## src/hdl/mosc_pkg.sv

```systemverilog
// Constants and types for the modem option decode and carrier-detect squelch control block
// ============================================================
package mosc_pkg;

  // ============================================================
  // Clock and timebase
  localparam real CLK_PERIOD_NS = 20.0;
  localparam int CYC_PER_US = int'(1000.0 / CLK_PERIOD_NS);
  localparam int DIV_W = 6;
  localparam int DLY_W = 20;

  // ============================================================
  // Delays in milliseconds and in microsecond ticks
  localparam real T_SEQ1_MS = 6.67;
  localparam real T_SEQ2_MS = 8.33;
  localparam real T_SEQ3_MS = 30.0;
  localparam real T_SEQ5_MS = 90.0;
  localparam real T_SEQ7_MS = 148.3;
  localparam real T_SEQ9_MS = 220.0;
  localparam real T_SEQ12_MS = 800.0;
  localparam real T_EXT_SQ_MS = 148.3;
  localparam logic [DLY_W-1:0] US_SEQ1 = DLY_W'(int'(T_SEQ1_MS * 1000.0));
  localparam logic [DLY_W-1:0] US_SEQ2 = DLY_W'(int'(T_SEQ2_MS * 1000.0));
  localparam logic [DLY_W-1:0] US_SEQ3 = DLY_W'(int'(T_SEQ3_MS * 1000.0));
  localparam logic [DLY_W-1:0] US_SEQ5 = DLY_W'(int'(T_SEQ5_MS * 1000.0));
  localparam logic [DLY_W-1:0] US_SEQ7 = DLY_W'(int'(T_SEQ7_MS * 1000.0));
  localparam logic [DLY_W-1:0] US_SEQ9 = DLY_W'(int'(T_SEQ9_MS * 1000.0));
  localparam logic [DLY_W-1:0] US_SEQ12 = DLY_W'(int'(T_SEQ12_MS * 1000.0));
  localparam logic [DLY_W-1:0] US_EXT_SQ = DLY_W'(int'(T_EXT_SQ_MS * 1000.0));

  // ============================================================
  // Turn-on sequence numbers
  localparam logic [3:0] SEQ_NONE = 4'h0;
  localparam logic [3:0] SEQ_01 = 4'h1;
  localparam logic [3:0] SEQ_02 = 4'h2;
  localparam logic [3:0] SEQ_03 = 4'h3;
  localparam logic [3:0] SEQ_04 = 4'h4;
  localparam logic [3:0] SEQ_05 = 4'h5;
  localparam logic [3:0] SEQ_06 = 4'h6;
  localparam logic [3:0] SEQ_07 = 4'h7;
  localparam logic [3:0] SEQ_08 = 4'h8;
  localparam logic [3:0] SEQ_09 = 4'h9;
  localparam logic [3:0] SEQ_10 = 4'hA;
  localparam logic [3:0] SEQ_11 = 4'hB;
  localparam logic [3:0] SEQ_12 = 4'hC;

  // ============================================================
  // Register map
  localparam int AW = 12;
  localparam logic [AW-1:0] CFG_ADDR = 12'h000;
  localparam logic [AW-1:0] STAT_ADDR = 12'h004;
  localparam int CFG_W = 11;
  localparam int STAT_W = 9;
  localparam logic [CFG_W-1:0] CFG_RESET = 11'h000;

  typedef struct packed {
    logic rx_wire_mode_select;
    logic threshold_option_input;
    logic pattern_guard_select;
    logic squelch_enable;
    logic extension_select;
    logic scrambler_insert;
    logic tx_wire_mode_select;
    logic hold_timing_input;
    logic ready_delay_select;
    logic long_delay_select;
    logic answer_tone_select;
  } mosc_cfg_t;

  typedef struct packed {
    logic [3:0] seq;
    logic ext_busy;
    logic cts_wait;
    logic carrier_detect;
    logic squelch;
    logic cts;
  } mosc_stat_t;

  typedef enum logic [1:0] {
    CTS_IDLE = 2'b00,
    CTS_WAIT = 2'b01,
    CTS_ON = 2'b10
  } mosc_cts_t;

  typedef struct packed {
    mosc_cfg_t cfg;
    logic [31:0] rdata;
    mosc_cts_t cts_st;
    logic [DIV_W-1:0] div;
    logic rts_d;
    logic sq;
    logic cd;
    logic cts_o;
    logic thr_oe;
    logic scr;
    logic grd;
  } mosc_state_t;

  typedef struct packed {
    logic [DLY_W-1:0] cnt;
    logic run;
    logic expired;
  } mosc_tmr_t;

  // Turn-on delay of each sequence
  function automatic logic [DLY_W-1:0] mosc_seq_us(input logic [3:0] s);
    unique case (s)
      SEQ_01: mosc_seq_us = US_SEQ1;
      SEQ_02: mosc_seq_us = US_SEQ2;
      SEQ_03, SEQ_04: mosc_seq_us = US_SEQ3;
      SEQ_05, SEQ_06: mosc_seq_us = US_SEQ5;
      SEQ_07, SEQ_08: mosc_seq_us = US_SEQ7;
      SEQ_09, SEQ_10, SEQ_11: mosc_seq_us = US_SEQ9;
      default: mosc_seq_us = US_SEQ12;
    endcase
  endfunction

endpackage

```

## src/hdl/mosc_ctrl.sv

```systemverilog
// Option decode, clear-to-send timing, squelch and APB register block
//
// Register access over APB and the register offsets were left to the implementer.
`timescale 1ns/1ps
module mosc_ctrl #(
  parameter int TICK_CYCLES = mosc_pkg::CYC_PER_US
) (
  input wire logic pclk,
  input wire logic presetn,
  input wire logic psel,
  input wire logic penable,
  input wire logic pwrite,
  input wire logic [mosc_pkg::AW-1:0] paddr,
  input wire logic [31:0] pwdata,
  output logic [31:0] prdata,
  output logic pready,
  output logic pslverr,
  input wire logic rts_in,
  input wire logic new_sync_input,
  input wire logic energy_detect_in,
  output logic cts_out,
  output logic carrier_detect_out,
  output logic squelch_clamp_o,
  output logic squelch_clamp_oe,
  output logic threshold_select_out_o,
  output logic threshold_select_out_oe,
  output logic scrambler_enable,
  output logic pattern_guard_enable
);

  mosc_pkg::mosc_state_t st_r;
  mosc_pkg::mosc_state_t st_nxt;
  mosc_pkg::mosc_cfg_t c;
  mosc_pkg::mosc_stat_t stat_w;
  logic [3:0] seq_w;
  logic tick;
  logic cfg_hit;
  logic stat_hit;
  logic rts_rise;
  logic rts_fall;
  logic ext_cond;
  logic cts_start;
  logic cts_expired;
  logic cts_busy;
  logic ext_start;
  logic ext_busy;

  assign c = st_r.cfg;

  // ============================================================
  // Turn-on sequence decode, first matching row wins
  function automatic logic [3:0] seq_of(input mosc_pkg::mosc_cfg_t f);
    logic y;
    logic l;
    logic k;
    logic h;
    logic w;
    logic e;
    y = f.answer_tone_select;
    l = f.long_delay_select;
    k = f.ready_delay_select;
    h = f.hold_timing_input;
    w = f.tx_wire_mode_select;
    e = f.extension_select;
    seq_of = mosc_pkg::SEQ_NONE;
    if (!y && l) begin
      if (f.scrambler_insert) begin
        seq_of = mosc_pkg::SEQ_08;
      end else if (w) begin
        seq_of = mosc_pkg::SEQ_01;
      end else begin
        seq_of = mosc_pkg::SEQ_07;
      end
    end else if (y && !l) begin
      seq_of = f.scrambler_insert ? mosc_pkg::SEQ_12 : mosc_pkg::SEQ_11;
    end else if (y && l) begin
      if (w && !k && !f.scrambler_insert) begin
        seq_of = h ? mosc_pkg::SEQ_02 : mosc_pkg::SEQ_03;
      end else if (w && !k) begin
        seq_of = mosc_pkg::SEQ_04;
      end else if ((h && !w && !e) || (k && h && w)) begin
        seq_of = f.scrambler_insert ? mosc_pkg::SEQ_06 : mosc_pkg::SEQ_05;
      end else if ((k && !h) || (!w && e) || (!h && !w)) begin
        seq_of = f.scrambler_insert ? mosc_pkg::SEQ_10 : mosc_pkg::SEQ_09;
      end
    end
  endfunction

  assign seq_w = seq_of(c);

  // ============================================================
  // Microsecond tick divider
  localparam int DIV_W_T = mosc_pkg::DIV_W;
  assign tick = (st_r.div == DIV_W_T'(TICK_CYCLES - 1));

  // ============================================================
  // Edges of request-to-send and timer starts
  assign rts_rise = rts_in && !st_r.rts_d;
  assign rts_fall = !rts_in && st_r.rts_d;
  assign ext_cond = new_sync_input && !c.tx_wire_mode_select && c.squelch_enable;
  assign cts_start = (st_r.cts_st == mosc_pkg::CTS_IDLE) && rts_in;
  assign ext_start = rts_fall && ext_cond && c.extension_select;

  mosc_timer u_cts_tmr (
    .pclk(pclk),
    .presetn(presetn),
    .start(cts_start),
    .stop(!rts_in),
    .tick(tick),
    .load_val(mosc_pkg::mosc_seq_us(seq_w)),
    .busy(cts_busy),
    .expired(cts_expired)
  );

  mosc_timer u_ext_tmr (
    .pclk(pclk),
    .presetn(presetn),
    .start(ext_start),
    .stop(rts_rise),
    .tick(tick),
    .load_val(mosc_pkg::US_EXT_SQ),
    .busy(ext_busy),
    .expired()
  );

  // ============================================================
  // APB decode
  assign cfg_hit = (paddr == mosc_pkg::CFG_ADDR);
  assign stat_hit = (paddr == mosc_pkg::STAT_ADDR);

  always_comb begin
    stat_w = '0;
    stat_w.seq = seq_w;
    stat_w.ext_busy = ext_busy;
    stat_w.cts_wait = cts_busy;
    stat_w.carrier_detect = st_r.cd;
    stat_w.squelch = st_r.sq;
    stat_w.cts = st_r.cts_o;
  end

  // ============================================================
  // Next state
  always_comb begin
    st_nxt = st_r;
    st_nxt.rts_d = rts_in;
    st_nxt.div = tick ? '0 : st_r.div + DIV_W_T'(1);
    if (psel && !penable) begin
      st_nxt.rdata = '0;
      if (cfg_hit) begin
        st_nxt.rdata[mosc_pkg::CFG_W-1:0] = st_r.cfg;
      end else if (stat_hit) begin
        st_nxt.rdata[mosc_pkg::STAT_W-1:0] = stat_w;
      end
    end
    if (psel && penable && pwrite && cfg_hit) begin
      st_nxt.cfg = pwdata[mosc_pkg::CFG_W-1:0];
    end
    unique case (st_r.cts_st)
      mosc_pkg::CTS_IDLE: begin
        if (rts_in) begin
          st_nxt.cts_st = mosc_pkg::CTS_WAIT;
        end
      end
      mosc_pkg::CTS_WAIT: begin
        if (!rts_in) begin
          st_nxt.cts_st = mosc_pkg::CTS_IDLE;
        end else if (cts_expired) begin
          st_nxt.cts_st = mosc_pkg::CTS_ON;
        end
      end
      mosc_pkg::CTS_ON: begin
        if (!rts_in) begin
          st_nxt.cts_st = mosc_pkg::CTS_IDLE;
        end
      end
      default: st_nxt.cts_st = mosc_pkg::CTS_IDLE;
    endcase
    st_nxt.cts_o = (st_nxt.cts_st == mosc_pkg::CTS_ON);
    if (!new_sync_input) begin
      st_nxt.sq = 1'h1;
    end else if (c.tx_wire_mode_select) begin
      st_nxt.sq = 1'h0;
    end else if (!c.squelch_enable) begin
      st_nxt.sq = 1'h0;
    end else begin
      st_nxt.sq = rts_in || ext_start || ext_busy;
    end
    st_nxt.cd = energy_detect_in && !st_nxt.sq;
    st_nxt.thr_oe = c.threshold_option_input && c.rx_wire_mode_select;
    st_nxt.scr = c.scrambler_insert;
    st_nxt.grd = c.scrambler_insert && !c.pattern_guard_select;
  end

  always_ff @(posedge pclk or negedge presetn) begin
    if (!presetn) begin
      st_r <= '0;
      st_r.cfg <= mosc_pkg::CFG_RESET;
      st_r.cts_st <= mosc_pkg::CTS_IDLE;
    end else begin
      st_r <= st_nxt;
    end
  end

  // ============================================================
  // Outputs
  assign prdata = st_r.rdata;
  assign pready = 1'h1;
  assign pslverr = psel && penable && !(cfg_hit || stat_hit);
  assign cts_out = st_r.cts_o;
  assign carrier_detect_out = st_r.cd;
  assign squelch_clamp_o = 1'h0;
  assign squelch_clamp_oe = st_r.sq;
  assign threshold_select_out_o = 1'h0;
  assign threshold_select_out_oe = st_r.thr_oe;
  assign scrambler_enable = st_r.scr;
  assign pattern_guard_enable = st_r.grd;
endmodule

```

## src/hdl/mosc_timer.sv

```systemverilog
// Microsecond delay counter with start, stop and expiry pulse
`timescale 1ns/1ps
module mosc_timer (
  input wire logic pclk,
  input wire logic presetn,
  input wire logic start,
  input wire logic stop,
  input wire logic tick,
  input wire logic [mosc_pkg::DLY_W-1:0] load_val,
  output logic busy,
  output logic expired
);

  mosc_pkg::mosc_tmr_t st_r;
  mosc_pkg::mosc_tmr_t st_nxt;

  // ============================================================
  // Count down one step per tick
  always_comb begin
    st_nxt = st_r;
    st_nxt.expired = 1'h0;
    if (start) begin
      st_nxt.cnt = load_val;
      st_nxt.run = 1'h1;
    end else if (stop) begin
      st_nxt.run = 1'h0;
    end else if (st_r.run && tick) begin
      if (st_r.cnt <= mosc_pkg::DLY_W'(1)) begin
        st_nxt.run = 1'h0;
        st_nxt.expired = 1'h1;
      end else begin
        st_nxt.cnt = st_r.cnt - mosc_pkg::DLY_W'(1);
      end
    end
  end

  always_ff @(posedge pclk or negedge presetn) begin
    if (!presetn) begin
      st_r <= '0;
    end else begin
      st_r <= st_nxt;
    end
  end

  assign busy = st_r.run;
  assign expired = st_r.expired;
endmodule

```

## config.mk

```make
export PLATFORM = sky130hd
export DESIGN_NAME = mosc_ctrl
export DESIGN_NICKNAME = d
export VERILOG_FILES = /design/src/hdl/mosc_pkg.sv /design/src/hdl/mosc_ctrl.sv /design/src/hdl/mosc_timer.sv
export SDC_FILE = /design/constraint.sdc
export NUM_CORES = 1
export LEC_CHECK = 0
export BUFFER_PORTS_ARGS = -buffer_cell sky130_fd_sc_hd__buf_4
export CORE_MARGIN = 5
export CORE_UTILIZATION = 30
export DETAILED_ROUTE_END_ITERATION = 8
export HOLD_SLACK_MARGIN = 0.03
export SYNTH_ARGS = -nofsm -noshare
export SYNTH_HDL_FRONTEND = slang
export SYNTH_SLANG_ARGS = --single-unit
```

## constraint.sdc

```tcl
create_clock -name pclk -period 3.6 [get_ports pclk]
set_input_delay 0.72 -clock pclk [delete_from_list [all_inputs] [get_ports pclk]]
set_output_delay 0.72 -clock pclk [all_outputs]
set_load 0.01 [all_outputs]
```

# Word-level counts from Yosys, hierarchy flattened
# Memory sizes are Yosys's and may differ from the RTL's.
# Index checks and enable logic that the tools add are counted.
op_classes:
  div_mod_pow: 0
  n_shift: 0
  bitwise: 0
  n_eq_ne: 10
  reduce_logical: 59
  n_lt_le_gt_ge: 2
  muxes: 39
  multipliers: 0
  n_addsub: 3
ops:
  columns: ["cell", "count"]
  rows:
  - ["$mux 20", 4]
  - ["$mux 22", 2]
  - ["$mux 21", 2]
  - ["$le 20x1->1 const B", 2]
  - ["$sub 20x1->20 const B", 2]
  - ["$mux 4", 8]
  - ["$logic_and 1x1->1", 29]
  - ["$mux 2", 9]
  - ["$mux 9", 2]
  - ["$logic_not 1->1", 13]
  - ["$eq 12x3->1 const B", 1]
  - ["$logic_not 12->1", 1]
  - ["$mux 1", 8]
  - ["$add 6x1->6 const B", 1]
  - ["$eq 6x6->1 const B", 1]
  - ["$logic_or 1x1->1", 6]
  - ["$mux 3", 2]
  - ["$mux 6", 1]
  - ["$ne 3x1->1 const B", 2]
  - ["$pmux 2 s3", 1]
  - ["$reduce_and 3->1", 2]
  - ["$reduce_bool 2->1", 3]
  - ["$reduce_bool 3->1", 2]
  - ["$eq 2x2->1 const B", 2]
  - ["5 further kinds", 7]
word_totals:
  mem_bits_ro: 288
  word_cells: 140
  mem_count: 1
  out_inout_bits: 42
  register_bits: 80
  mem_bits_rw: 0
  latchBits: 0
memory_table:
  columns: ["name", "depth", "width", "rd", "rd_clocked_by_memory_dff", "write_ports", "line_no", "source"]
  rows:
  - ["(name not given)", 16, 18, 1, 0, 0, "mosc_pkg.sv:107", "unique case (s)"]

# Longest topological paths before layout
depth:
  ltp_word: 13
  depth_mapped: 10
  ltp_nobuf: 9

# Modules after synthesis
# Synthesis repeated with hierarchy kept, for this count alone.
hier_totals:
  cells_unflattened: 542
  hier_area_um2: 5088.6
modules_own_cells:
  columns: ["module", "n_inst", "cells_each", "area_each_um2"]
  rows:
  - ["mosc_ctrl", 1, 243, 2334.7]
  - ["mosc_timer at u_ext_tmr", 1, 146, 1388.8]
  - ["mosc_timer at u_cts_tmr", 1, 153, 1365.1]

# Least setup slack after synthesis
# OpenSTA, ideal clock, no wires.
synth_path:
  kind: "reg-to-reg"
  from: "register st_r (netlist bit c[1])"
  to: "register u_cts_tmr.st_r[5] (netlist bit)"
  t_arrival_ns: 2.408
  path_stages_with_launch: 10
  setup_time_ns: 0.137
  slack_ns: 1.055
  path_cell_list: "dfrtp_1 > clkbuf_1 > and4b_1 > a211oi_1 > inv_1 > ha_1 > inv_1 > mux2_2 > a211oi_1 > a21oi_1"
synth_between:
  elab_chain_cells: 6
  word_cells_on_any_way: 9
synth_lines:
  columns: ["item", "line_no", "source"]
  rows:
  - ["start: declaration", "mosc_ctrl.sv:31", "mosc_pkg::mosc_state_t st_r;"]
  - ["start signal: assignment", "mosc_ctrl.sv:200", "st_r <= st_nxt;"]
  - ["$logic_and 1x1->1 / $logic_not 1->1 (equally long branches)", "mosc_ctrl.sv:76, mosc_ctrl.sv:74", null]
  - ["$mux 4 / $logic_and 1x1->1 (equally long branches)", "mosc_ctrl.sv:76, mosc_ctrl.sv:74", null]
  - ["$mux 4", "mosc_ctrl.sv:74", "end else if (y && !l) begin"]
  - ["$mux 4 *", "mosc_ctrl.sv:66", "if (!y && l) begin"]
  - ["$mem_v2 16x18 *", null, null]
  - ["$mux 21 *", "mosc_timer.sv:22", "if (start) begin"]
  - ["end signal: assignment", "mosc_timer.sv:41", "st_r <= st_nxt;"]
  - ["end: declaration", "mosc_timer.sv:14", "mosc_pkg::mosc_tmr_t st_r;"]
# Mark *: on every way between the ends. The rest lies on a longest branch, timed or not.
# A chain may end at the register's enable or synchronous reset.

# Worst setup path in the final report
layout_path:
  from: "register st_r (netlist bit c[0])"
  to: "register u_cts_tmr.st_r[5] (netlist bit)"
layout_between:
  elab_chain_cells: 6
  word_cells_on_any_way: 9
layout_lines:
  columns: ["item", "line_no", "source"]
  rows:
  - ["$logic_and 1x1->1", "mosc_ctrl.sv:76", "end else if (y && l) begin"]
  - ["$mux 4", "mosc_ctrl.sv:76", null]
  - ["$mux 4", "mosc_ctrl.sv:74", null]
  - ["$mux 4 *", "mosc_ctrl.sv:66", null]
  - ["$mem_v2 16x18 *", null, null]
  - ["$mux 21 *", "mosc_timer.sv:22", null]
# Marks and branches as above.

==> reports/results.ini <==
[outcome]
status=complete, no violations

[detailed_routing]
drt.antenna.violating_nets=0
routed_wirelength_um=11200
detailroute.via_count=3781
remaining_drc_errors=0
via_per_inst=4.94
drt_pass1_iterations=5
wl_per_cell_um=14.7
drt_iter0_markers=250

[clock_network]
cts.clk_slew.worst_paths_ns=0.06
htreeDepth=3
hold_bufs_inserted_after_cts=0
tritoncts=yes
clockRootBuffer=clkbuf_16
numClockSinks=80
insertion_delay_ns=0.34
cts_repair_resize_count=0
cts_buffers=9
clock_path_buffers=2
post-cts-setup-buffer-count=0

[sta]
finalSetupViolations=0
period_minus_slack_ns=2.81
report.final.slew_viol_count=0
max_slew.worst_pin.slew_ns=0.996
hold_viol=0
unrepaired_setup_endpoints_after_global_routing=no
timing.max_slew.rel_slack_pct=33.6
finalHoldWorstSlack_ns=0.451
fmax_ghz=0.356
finalCritPeriodShare_pct=78.1
fin_worst_skew_ns=0.00683
setup_tns_ns=0

[finish]
area_delta_synth_final_pct=13.6
insertedDiodeCount=0
layout.nets=610
ff_latch_area_mm2=0.00200
layout.filler_cells=1613
post_route_cells_drive_above_1_share_pct=19.8
finish.cell_count_without_fillers=766
multi_input_area_mm2=0.00249

[setup_path]
cpMaxStageDelayCell=dfrtp_1
path_max_fanout=15
critical_path_class=register to register
critical_path.cell_chain=xor2_1 -> o21ai_0 -> a21oi_1 -> inv_1 -> ha_1 -> inv_1 -> mux2_2 -> a211oi_1 -> a21oi_1
worstSetupStartpoint=c[0]
critical_path_arrival_ns=3.02
timing.reg2reg.setup_slack_ns=0.79
timing.rr.start=c[0]
reg2reg_end=u_cts_tmr.st_r[5]
end_kind=register
worstSetupStartpointType=register
crit_path_max_incr_delay_ns=0.63
depth_of_the_most_critical_reg_to_reg_path=9
cp_data_required_time_ns=3.81

[floorplan]
design.die.area_mm2=0.0188
core_region_area_mm2=0.0159
fp.dieH_um=137
std_cell_rows=46
start_util_pct=30.5
die_w_um=137
io_pins=94

[synthesis]
syn_inst=518
yosys_most_used_dff=dfrtp_1
synth.largest_area_cell=dfrtp_1
post_synthesis_async_set_or_reset_flop_share_pct=100
post_synth_top_cells=dfrtp_1, nor2_1, nand2_1
yosys_warnings=0
mean_instance_size_in_the_synthesized_netlist_um2=9.35
syn_area_mm2=0.00484
post_synth_main_area_contributors=dfrtp_1, buf_4, nor2_1
synth_enable_flop_cells=0
synth.yosys.seq_area_share_pct=41.3
netlist-cell-type-count=68
synth_most_common_cell=dfrtp_1
yosys_register_bits=80
post-synth-top-area-fraction_pct=41.3

[place]
port-buffer-count=48
gpl.final_weighted_congestion=0.858
detailed_place_hpwl_um=8270
numPlacedInstances=750

[power_and_ir_drop]
power.density_cell_area_mw_per_mm2=367
share_clk_of_total_power_pct=45.8
internal_power_w=0.00152
share_seq_of_total_power_pct=45.7
p_leak_nw=2.47
combinational_power_share_pct=8.5
p_switching_w=0.000499
sw_frac_of_total_pct=24.7
vdd.ir_drop.worst_mv=0.195

[global_routing]
grt-ovfl-total=0
antenna_found_initial=0
grt_pass1_vias=3700
grt.total_usage_pct=12.4
grt_start_max_net_pins=81
grt_pass1_wl_um=18600

[hold_path]
worstHoldStart=c[8]
worstHoldEndpoint=pattern_guard_enable
hold_path_depth=1
path_class_of_the_lowest_slack_min_delay_path=register to register

[job]
max_cap_violations=0

registers in the layout (all words and copies together) (netlist names):
register,cells
cts_out,1
u_cts_tmr.expired,1
carrier_detect_out,1
u_ext_tmr.busy,1
squelch_clamp_oe,1
c,11
u_cts_tmr.busy,1
st_r,9
u_ext_tmr.st_r,20
scrambler_enable,1
prdata,11
threshold_select_out_oe,1
pattern_guard_enable,1
u_cts_tmr.st_r,20
placed cells by master, fill, tap and decap left out, types with 5 or more instances in the layout:
master	count
mux2_2	13
nand2b_1	9
buf_4	51
ha_1	13
xnor2_1	8
dfrtp_1	80
a21oi_1	22
nor3_1	16
mux2i_1	11
inv_1	14
nor3_2	5
conb_1	24
o31ai_1	7
nand4_1	6
nand3_1	19
nor2_1	49
xor2_1	16
o21ai_0	31
a31oi_1	7
o211ai_1	7
nand2_1	45
clkbuf_16	9
layout make-up:
type / instances / share of cell area (%)
well taps: 216 / 4.91
clock inverters: 7 / 1.45
clock buffers: 9 / 4.09
multi-input cells: 389 / 45.3
flip-flops and latches: 80 / 36.4
repair buffers: 51 / 6.96
inverters: 14 / 0.955
worst max-delay path: cells and delay by family, from the launching register on:
| kind | cells | cell delay (ns) |
|---|---|---|
| compound gates | 4 | 0.94 |
| flops | 1 | 0.63 |
| fa+ha+maj | 1 | 0.39 |
| buf+inv | 2 | 0.28 |
| mux | 1 | 0.27 |
| xor+xnor | 1 | 0.17 |
metal layers:
metal | up-vias | routed length, um | track usage, %
met3 | 15 | 524 | 2.68
met2 | 96 | 5460 | 20.6
met4 | 0 | 167 | 3.82
met1 | 1840 | 5080 | 16.0
met5 | - | 0 | 0
li1 | 1830 | - | -
stage by stage:
step                      cell area (um^2)  setup WS [ns]  total power, W  util, %
after floorplan                       4930           1.05         0.00106        -
after global placement                5200          0.784         0.00111     32.7
after detailed placement              5200          0.735         0.00111     32.7
after CTS                             5500          0.782         0.00204     34.6
after global routing                  5500          0.509         0.00209     34.6
final                                 5500          0.790         0.00202     34.6
worst max-delay path by stage:
stage,slack [ns],cells after the start,to
4_1_cts,0.78,9,u_cts_tmr.st_r[5]
2_1_floorplan,1.05,9,u_cts_tmr.st_r[5]
6_report,0.79,9,u_cts_tmr.st_r[5]
3_5_place_dp,0.73,6,c[10]
5_1_grt,0.51,9,u_cts_tmr.st_r[5]
3_3_place_gp,0.78,6,c[2]
kinds of logic after synthesis:
group | Yosys count | synth area share [%]
buffers and inverters | 71 | 9.09
DFF | 80 | 41.3
and+or+nand+nor | 195 | 21.8
muxes | 24 | 5.29
adders and majority gates | 13 | 3.36
xor gates and xnor gates | 24 | 4.34
AOI/OAI and AO/OA | 109 | 14.6
other | 2 | 0.155
power by group through the flow:
stage	clock network, W	registers [W]	logic, W
2_1_floorplan	0	0.000937	0.000123
3_3_place_gp	0	0.000939	0.000167
3_5_place_dp	0	0.000939	0.000170
4_1_cts	0.000947	0.000922	0.000171
5_1_grt	0.000978	0.000924	0.000189
6_report	0.000925	0.000922	0.000171
No activity file was read; power rests on OpenSTA's default activity.
